===== config.mk =====
export PLATFORM = sky130hd
export DESIGN_NAME = egress_queue_ratio_scheduler
export DESIGN_NICKNAME = d
export VERILOG_FILES = /design/src/hdl/egress_queue_pkg.sv /design/src/hdl/egress_queue_ratio_scheduler.sv
export SDC_FILE = /design/constraint.sdc
export NUM_CORES = 1
export LEC_CHECK = 0
export BUFFER_PORTS_ARGS = -buffer_cell sky130_fd_sc_hd__buf_2
export CAP_MARGIN = 20
export CORE_AREA = 3 3 101 103
export DETAILED_ROUTE_END_ITERATION = 10
export DIE_AREA = 0 0 104 106
export GPL_TIMING_DRIVEN = 1
export MAX_ROUTING_LAYER = met4
export PLACE_DENSITY = 0.81
export RECOVER_POWER = 100
export SETUP_SLACK_MARGIN = 0.1
export SYNTH_ARGS = -nofsm -noshare
export SYNTH_HDL_FRONTEND = slang
export SYNTH_SLANG_ARGS = --single-unit

===== constraint.sdc =====
create_clock -name ref_clk_in -period 4.2 [get_ports ref_clk_in]
set_input_delay 0.42 -clock ref_clk_in [delete_from_list [all_inputs] [get_ports ref_clk_in]]
set_output_delay 0.42 -clock ref_clk_in [all_outputs]
set_load 0.02 [all_outputs]

===== src/hdl/egress_queue_pkg.sv =====
/*
  Constants shared by the egress queue ratio scheduler: register indexes,
  field positions, reset values and bus widths.
  Assumes a classic Wishbone bus with 32-bit data; each 16-bit register
  sits in the low half of one aligned word at byte address four times its index.
*/
package egress_queue_pkg;

  // Bus geometry.
  localparam int          ADDR_W     = 12;
  localparam int          DATA_W     = 32;
  localparam int          INDEX_W    = 10;

  // Register indexes; the byte address is four times the index.
  localparam logic [INDEX_W-1:0] PORT1_LOW_QUEUE_RATIO_IDX  = 10'h0CA;
  localparam logic [INDEX_W-1:0] PORT2_HIGH_QUEUE_RATIO_IDX = 10'h0CC;
  localparam logic [INDEX_W-1:0] SENT_COUNT_STATUS_IDX      = 10'h0E0;

  // Field layout of a ratio register: even queue in bits 15..8, odd queue in 7..0.
  localparam int          REG_W         = 16;
  localparam int          RATIO_W       = 7;
  localparam int          HI_MODE_BIT   = 15;
  localparam int          HI_RATIO_LSB  = 8;
  localparam int          LO_MODE_BIT   = 7;
  localparam int          LO_RATIO_LSB  = 0;
  localparam int          NUM_QUEUES    = 4;

  // Reset values of the packet-count fields and the mode bits.
  localparam logic [RATIO_W-1:0] Q0_RATIO_RESET = 7'h01;
  localparam logic [RATIO_W-1:0] Q1_RATIO_RESET = 7'h02;
  localparam logic [RATIO_W-1:0] Q2_RATIO_RESET = 7'h04;
  localparam logic [RATIO_W-1:0] Q3_RATIO_RESET = 7'h08;
  localparam logic               MODE_RESET     = 1'b1;

  localparam logic [REG_W-1:0] PORT1_LOW_RESET  =
    {MODE_RESET, Q0_RATIO_RESET, MODE_RESET, Q1_RATIO_RESET};
  localparam logic [REG_W-1:0] PORT2_HIGH_RESET =
    {MODE_RESET, Q2_RATIO_RESET, MODE_RESET, Q3_RATIO_RESET};

  // Default length of one scheduling period in core clock cycles.
  localparam int          PERIOD_CYCLES_DEFAULT = 1024;

endpackage


===== src/hdl/egress_queue_ratio_scheduler.sv =====
/*
  Egress transmit_queue scheduler for port 1 queues 0/1 and port 2 queues 2/3,
  with the two ratio registers reachable over a classic Wishbone slave.
  Assumes a single core clock, synchronous inputs, and that the transmit
  logic drops a queue's pending flag once its grant has been consumed.
*/
`timescale 1ns/1ns
module egress_queue_ratio_scheduler #(
  parameter int PERIOD_CYCLES = egress_queue_pkg::PERIOD_CYCLES_DEFAULT
) (
  // Clock and reset.
  input  wire logic                                ref_clk_in,
  input  wire logic                                reset_n_in,
  // Wishbone slave.
  input  wire logic                                wb_cyc_in,
  input  wire logic                                wb_stb_in,
  input  wire logic                                wb_we_in,
  input  wire logic [egress_queue_pkg::ADDR_W-1:0] wb_adr_in,
  input  wire logic [3:0]                          wb_sel_in,
  input  wire logic [egress_queue_pkg::DATA_W-1:0] wb_dat_in,
  output logic      [egress_queue_pkg::DATA_W-1:0] wb_dat_out,
  output logic                                     wb_ack_out,
  // Transmit side.
  input  wire logic [3:0]                          queue_pending_in,
  input  wire logic                                p1_upper_pending_in,
  input  wire logic [1:0]                          port_ready_in,
  output logic      [3:0]                          grant_out
);
  import egress_queue_pkg::*;

  localparam int PERIOD_W = $clog2(PERIOD_CYCLES + 1);
  localparam logic [PERIOD_W-1:0] PERIOD_LAST = PERIOD_W'(PERIOD_CYCLES - 1);
  localparam logic [PERIOD_W-1:0] PERIOD_ZERO = '0;
  localparam logic [RATIO_W-1:0]  COUNT_MAX   = '1;

  typedef struct packed {
    logic [REG_W-1:0]                   p1_ratio;
    logic [REG_W-1:0]                   p2_ratio;
    logic [NUM_QUEUES-1:0][RATIO_W-1:0] sent;
    logic [PERIOD_W-1:0]                period;
    logic                               ack;
    logic [DATA_W-1:0]                  rdata;
    logic [NUM_QUEUES-1:0]              grant;
  } state_t;

  localparam state_t RESET_STATE = '{
    p1_ratio: PORT1_LOW_RESET,
    p2_ratio: PORT2_HIGH_RESET,
    sent:     '0,
    period:   PERIOD_ZERO,
    ack:      1'b0,
    rdata:    '0,
    grant:    '0
  };

  state_t st;
  state_t next_st;

  // Byte-lane merge of a 16-bit register with the low half of the write data.
  function automatic logic [REG_W-1:0] merge_lanes(input logic [REG_W-1:0] old,
                                                   input logic [DATA_W-1:0] wd,
                                                   input logic [3:0] sel);
    logic [REG_W-1:0] r;
    r = old;
    if (sel[0]) begin
      r[7:0] = wd[7:0];
    end
    if (sel[1]) begin
      r[15:8] = wd[15:8];
    end
    return r;
  endfunction

  // Mode bit of queue q; even queues live in the upper half of their register.
  function automatic logic mode_of(input logic [REG_W-1:0] p1, input logic [REG_W-1:0] p2,
                                   input int q);
    logic [REG_W-1:0] r;
    r = (q < 2) ? p1 : p2;
    return (q % 2 == 0) ? r[HI_MODE_BIT] : r[LO_MODE_BIT];
  endfunction

  // Packet-count field of queue q.
  function automatic logic [RATIO_W-1:0] ratio_of(input logic [REG_W-1:0] p1,
                                                  input logic [REG_W-1:0] p2,
                                                  input int q);
    logic [REG_W-1:0] r;
    r = (q < 2) ? p1 : p2;
    return (q % 2 == 0) ? r[HI_RATIO_LSB +: RATIO_W] : r[LO_RATIO_LSB +: RATIO_W];
  endfunction

  // Next-state logic: register file, period timer, counters and arbitration.
  always_comb begin
    logic                  period_end;
    logic                  bus_req;
    logic [INDEX_W-1:0]    idx;
    logic [NUM_QUEUES-1:0] higher_busy;
    logic [NUM_QUEUES-1:0] eligible;
    logic [NUM_QUEUES-1:0] pick;
    logic [1:0]            port_free;
    next_st     = st;
    period_end  = (st.period == PERIOD_LAST);
    bus_req     = wb_cyc_in && wb_stb_in && !st.ack;
    idx         = wb_adr_in[ADDR_W-1:2];
    higher_busy = '0;
    eligible    = '0;
    pick        = '0;
    port_free   = '0;

    // Wishbone: answer one cycle after the strobe; unmapped reads give zero.
    next_st.ack   = bus_req;
    next_st.rdata = '0;
    if (bus_req && wb_we_in) begin
      if (idx == PORT1_LOW_QUEUE_RATIO_IDX) begin
        next_st.p1_ratio = merge_lanes(st.p1_ratio, wb_dat_in, wb_sel_in);
      end
      if (idx == PORT2_HIGH_QUEUE_RATIO_IDX) begin
        next_st.p2_ratio = merge_lanes(st.p2_ratio, wb_dat_in, wb_sel_in);
      end
    end
    if (bus_req && !wb_we_in) begin
      if (idx == PORT1_LOW_QUEUE_RATIO_IDX) begin
        next_st.rdata = {{(DATA_W-REG_W){1'b0}}, st.p1_ratio};
      end
      if (idx == PORT2_HIGH_QUEUE_RATIO_IDX) begin
        next_st.rdata = {{(DATA_W-REG_W){1'b0}}, st.p2_ratio};
      end
      if (idx == SENT_COUNT_STATUS_IDX) begin
        next_st.rdata = {{(DATA_W-NUM_QUEUES*RATIO_W){1'b0}}, st.sent};
      end
    end

    // A queue in strict mode waits for every higher queue of its port.
    higher_busy[0] = queue_pending_in[1] || p1_upper_pending_in;
    higher_busy[1] = p1_upper_pending_in;
    higher_busy[2] = queue_pending_in[3];
    higher_busy[3] = 1'b0;
    for (int q = 0; q < NUM_QUEUES; q++) begin
      if (mode_of(st.p1_ratio, st.p2_ratio, q)) begin
        // Ratio mode: spend the per-period credit.
        eligible[q] = queue_pending_in[q] &&
                      (st.sent[q] < ratio_of(st.p1_ratio, st.p2_ratio, q));
      end else begin
        eligible[q] = queue_pending_in[q] && !higher_busy[q];
      end
    end

    // One grant per port, never in two adjacent cycles, so that the pending
    // flag has time to fall before the same queue is looked at again.
    port_free[0] = port_ready_in[0] && !(st.grant[0] || st.grant[1]);
    port_free[1] = port_ready_in[1] && !(st.grant[2] || st.grant[3]);
    pick[1] = port_free[0] && eligible[1];
    pick[0] = port_free[0] && eligible[0] && !eligible[1];
    pick[3] = port_free[1] && eligible[3];
    pick[2] = port_free[1] && eligible[2] && !eligible[3];
    next_st.grant = pick;

    // Period timer and sent counters; a grant in the last cycle counts anew.
    next_st.period = period_end ? PERIOD_ZERO : st.period + PERIOD_W'(1);
    for (int q = 0; q < NUM_QUEUES; q++) begin
      next_st.sent[q] = period_end ? '0 : st.sent[q];
      if (pick[q] && next_st.sent[q] != COUNT_MAX) begin
        next_st.sent[q] = next_st.sent[q] + RATIO_W'(1); // Saturates in strict mode.
      end
    end
  end

  // State register; reset loads the documented defaults.
  always_ff @(posedge ref_clk_in or negedge reset_n_in) begin
    if (!reset_n_in) begin
      st <= RESET_STATE;
    end else begin
      st <= next_st;
    end
  end

  assign wb_dat_out = st.rdata;
  assign wb_ack_out = st.ack;
  assign grant_out  = st.grant;

  // Helper state that only the assertions read.
  logic started;
  always_ff @(posedge ref_clk_in or negedge reset_n_in) begin
    if (!reset_n_in) begin
      started <= 1'b0;
    end else begin
      started <= 1'b1;
    end
  end
endmodule


==> flow_metrics.py <==
metrics = {
    "sta": {
        "worst_slack_ps": 653,
        "worst_hold_slack_ps": 274,
        "worst-slew-pin-transition_ps": 1940,
        "setup_repair_after_global_routing_missed_its_margin": "no",
        "post-route-period-util_pct": 84.4,
        "report.final.setup_viol": 0,
        "clock.fmax_ghz": 0.282,
        "timing.slew.headroom_pct": -29.6,
        "fin_worst_skew_ps": 14.4,
        "final_period_minus_worst_setup_slack_ps": 3550,
        "final_max_slew_viol_count": 96,
        "fin_setup_tns_ps": 0,
        "hold_violations": 0,
    },
    "floorplanning": {
        "io_pins": 97,
        "core.rowCount": 35,
        "die_width_um": 104,
        "initial_utilization_pct": 58.0,
        "floorplan.core_area_mm2": 0.00928,
        "die_area_mm2": 0.0110,
        "die_y_um": 106,
    },
    "global_route": {
        "grt_pass1_wl_mm": 19.1,
        "gr-usage-all-layers_pct": 22.0,
        "grt.overflow.total": 0,
        "grt_max_degree": 82,
        "first_global_vias": 3972,
        "antenna_found_initial": 0,
    },
    "cts": {
        "tritoncts": "yes",
        "root_buffer_master": "sky130_fd_sc_hd__clkbuf_8",
        "insertion_delay_ps": 360,
        "cts.hold.buffers_added": 0,
        "cts-root-to-sink-buffers": 2,
        "cts.htree.levels": 3,
        "tritoncts.num_buffers": 9,
        "clock-sinks": 104,
        "post-cts-setup-buffers": 0,
        "cts.reportedPaths.clkPinSlew_ps": 100,
        "post_cts_resize_count": 0,
    },
    "final_layout": {
        "mostFrequentLayoutCell": "sky130_fd_sc_hd__dfrtp_1",
        "nNetsFinal": 639,
        "fillers": 793,
        "synthToLayoutAreaGrowth_pct": 5.71,
        "drive_above_1_share_pct": 15.5,
        "post-route-cell-area_mm2": 0.00570,
        "layout.cells.most_common_list": "96 x sky130_fd_sc_hd__dfrtp_1, 40 x sky130_fd_sc_hd__nand2_1, 38 x sky130_fd_sc_hd__nor2_1, 38 x sky130_fd_sc_hd__buf_2, 37 x sky130_fd_sc_hd__clkbuf_1",
        "n_antenna_cell": 0,
    },
    "yosys": {
        "asyncSetResetFlopFracSynth_pct": 100,
        "synth_area_leader_cell": "sky130_fd_sc_hd__dfrtp_1",
        "synth-seq-area-share_pct": 48.5,
        "ys_top_cells_by_area": "sky130_fd_sc_hd__dfrtp_1 45%, sky130_fd_sc_hd__ha_1 6.7%, sky130_fd_sc_hd__buf_4 5.2%",
        "netlist_instances": 518,
        "synth.ff_latch_count": 104,
        "average_instance_area_after_synthesis_um2": 10.4,
        "dominantRegCellSynth": "sky130_fd_sc_hd__dfrtp_1",
        "ys_warn_count": 0,
        "total_standard_cell_area_after_synthesis_mm2": 0.00539,
        "synth_top_cell_area_share_pct": 44.6,
        "count_of_flip_flops_with_a_built_in_enable_after_synthesis": 0,
        "netlist-cell-type-count": 53,
    },
    "placement": {
        "dpl-instance-area_mm2": 0.00557,
        "place_ws_ps": 922,
        "dpl.hpwl_mm": 8.62,
        "number_of_i_o_port_buffers": 72,
        "weighted_congestion_at_the_end_of_routability_driven_global_placement": 0.876,
    },
    "outcome": {
        "status": "finished with violations",
        "failing_checks": "capacitance limit, slew limit",
    },
    "setup_path": {
        "criticalPathCategory": "register to register",
        "critical_path.max_fanout": 12,
        "worst-endpoint-arrival_ps": 3820,
        "worstPathRequired_ps": 4470,
        "setup.worst_path.end_class": "register",
        "cp-start-kind": "register",
    },
    "power_and_ir_drop": {
        "power.density_mw_per_mm2": 399,
        "power.leakage_nw": 2.65,
        "share_of_power_burned_in_registers_pct": 53.8,
        "worst_ir_drop_vdd_uv": 207,
        "power_switching_share_pct": 30.6,
        "clock_power_share_pct": 27.9,
        "p_switching_uw": 694,
        "power.combinational.fraction_pct": 18.3,
        "power.internal_mw": 1.58,
    },
    "detailed_routing": {
        "route.detailed.wl_per_inst_um": 17.0,
        "antenna_left": 0,
        "route.detailed.vias_per_inst": 5.81,
        "post-route-drc-count": 0,
        "detailedRoute.firstPassIterationCount": 6,
        "drt_iter0_markers": 303,
        "vias": 3972,
        "finalWirelength_mm": 11.6,
    },
    "job": {
        "max-cap-violations": 2,
    },
    "min_path": {
        "hold_class": "input pin to register",
    },
}
## worst max-delay path, stage by stage (launching register included)
cell	delay (ps)
sky130_fd_sc_hd__dfrtp_1	420
sky130_fd_sc_hd__ha_1	230
sky130_fd_sc_hd__and3_1	200
sky130_fd_sc_hd__and3_1	250
sky130_fd_sc_hd__nand4b_1	390
sky130_fd_sc_hd__clkbuf_1	450
sky130_fd_sc_hd__and2_0	250
sky130_fd_sc_hd__ha_1	230
sky130_fd_sc_hd__and4_1	270
sky130_fd_sc_hd__nand3_1	180
sky130_fd_sc_hd__and4_1	290
sky130_fd_sc_hd__a21o_1	180
sky130_fd_sc_hd__a21oi_1	120
## path summary, 6_finish.rpt
path | start | endpoint | slack (ps) | cells past startpoint
setup / recovery | st[37] | st[51] | 650 | 12
hold / removal | wb_dat_in[12] | st[104] | 270 | 3
setup reg to reg | st[37] | st[51] | 650 | 12
hold reg to reg | st[45] | st[45] | 480 | 1
max in group asynchronous | reset_n_in | st[53] | 1640 | 2
min in group asynchronous | reset_n_in | st[38] | 570 | 1
## registers in the layout, indices dropped and copies added (netlist names)
register and flops:
wb_ack_out 1, st 71, grant_out 4, wb_dat_out 28
## kinds of logic after synthesis
kind of cell             synth area share [%]
AO/OA/AOI/OAI                            11.1
buffers and inverters                    8.94
XOR/XNOR                                 2.11
multiplexers                             4.78
flip-flops                               48.5
AND/OR/NAND/NOR                          17.7
adder cells (fa/ha/maj)                  6.73
other                                  0.0696
## cell type report
class / count / area, um^2 / share of cell area [%]
multi-input combinational: 331 / 2280 / 40.0
inverter: 29 / 109 / 1.91
sequential: 104 / 2610 / 45.9
clock inverter: 5 / 63.8 / 1.12
tap: 129 / 161 / 2.83
timing repair buffer: 75 / 330 / 5.80
clock buffer: 11 / 141 / 2.48
## power groups by stage
stage	sequential (mW)	combinational [mW]	clock [mW]
2_1_floorplan	1.19	0.315	0
3_3_place_gp	1.23	0.388	0
3_5_place_dp	1.24	0.424	0
4_1_cts	1.22	0.429	0.648
5_1_grt	1.24	0.473	0.690
6_report	1.22	0.415	0.634
## through the flow
| step | cells | power, mW | util, % |
|---|---|---|---|
| 2_1_floorplan | 521 | 1.50 | - |
| 3_3_place_gp | 667 | 1.62 | 59.9 |
| 3_5_place_dp | 667 | 1.66 | 59.9 |
| 4_1_cts | 683 | 2.30 | 62.2 |
| 5_1_grt | 684 | 2.40 | 61.3 |
| 6_report | 684 | 2.27 | 61.3 |
## metal layers
metal / wire [um] / share of wire, % / track usage (%)
met1: 5020 / 43 / 27.7
met2: 5590 / 48 / 36.3
met3: 704 / 6.1 / 3.16
met4: 314 / 2.7 / 8.45
met5: 0 / 0 / -
## cells in the mapped netlist, types with 5 or more instances
library cell / instances
sky130_fd_sc_hd__a21oi_1: 18
sky130_fd_sc_hd__a222oi_1: 16
sky130_fd_sc_hd__and2_1: 24
sky130_fd_sc_hd__and3_1: 12
sky130_fd_sc_hd__and4_1: 6
sky130_fd_sc_hd__buf_2: 10
sky130_fd_sc_hd__buf_4: 37
sky130_fd_sc_hd__clkbuf_1: 9
sky130_fd_sc_hd__dfrtp_1: 96
sky130_fd_sc_hd__dfstp_2: 8
sky130_fd_sc_hd__ha_1: 29
sky130_fd_sc_hd__inv_1: 29
sky130_fd_sc_hd__mux2_2: 22
sky130_fd_sc_hd__nand2_1: 40
sky130_fd_sc_hd__nand3_1: 16
sky130_fd_sc_hd__nor2_1: 38
sky130_fd_sc_hd__nor2b_1: 7
sky130_fd_sc_hd__nor3b_1: 5
sky130_fd_sc_hd__o21ai_0: 23
sky130_fd_sc_hd__xor2_1: 9
(Power assumes the default switching activity.)
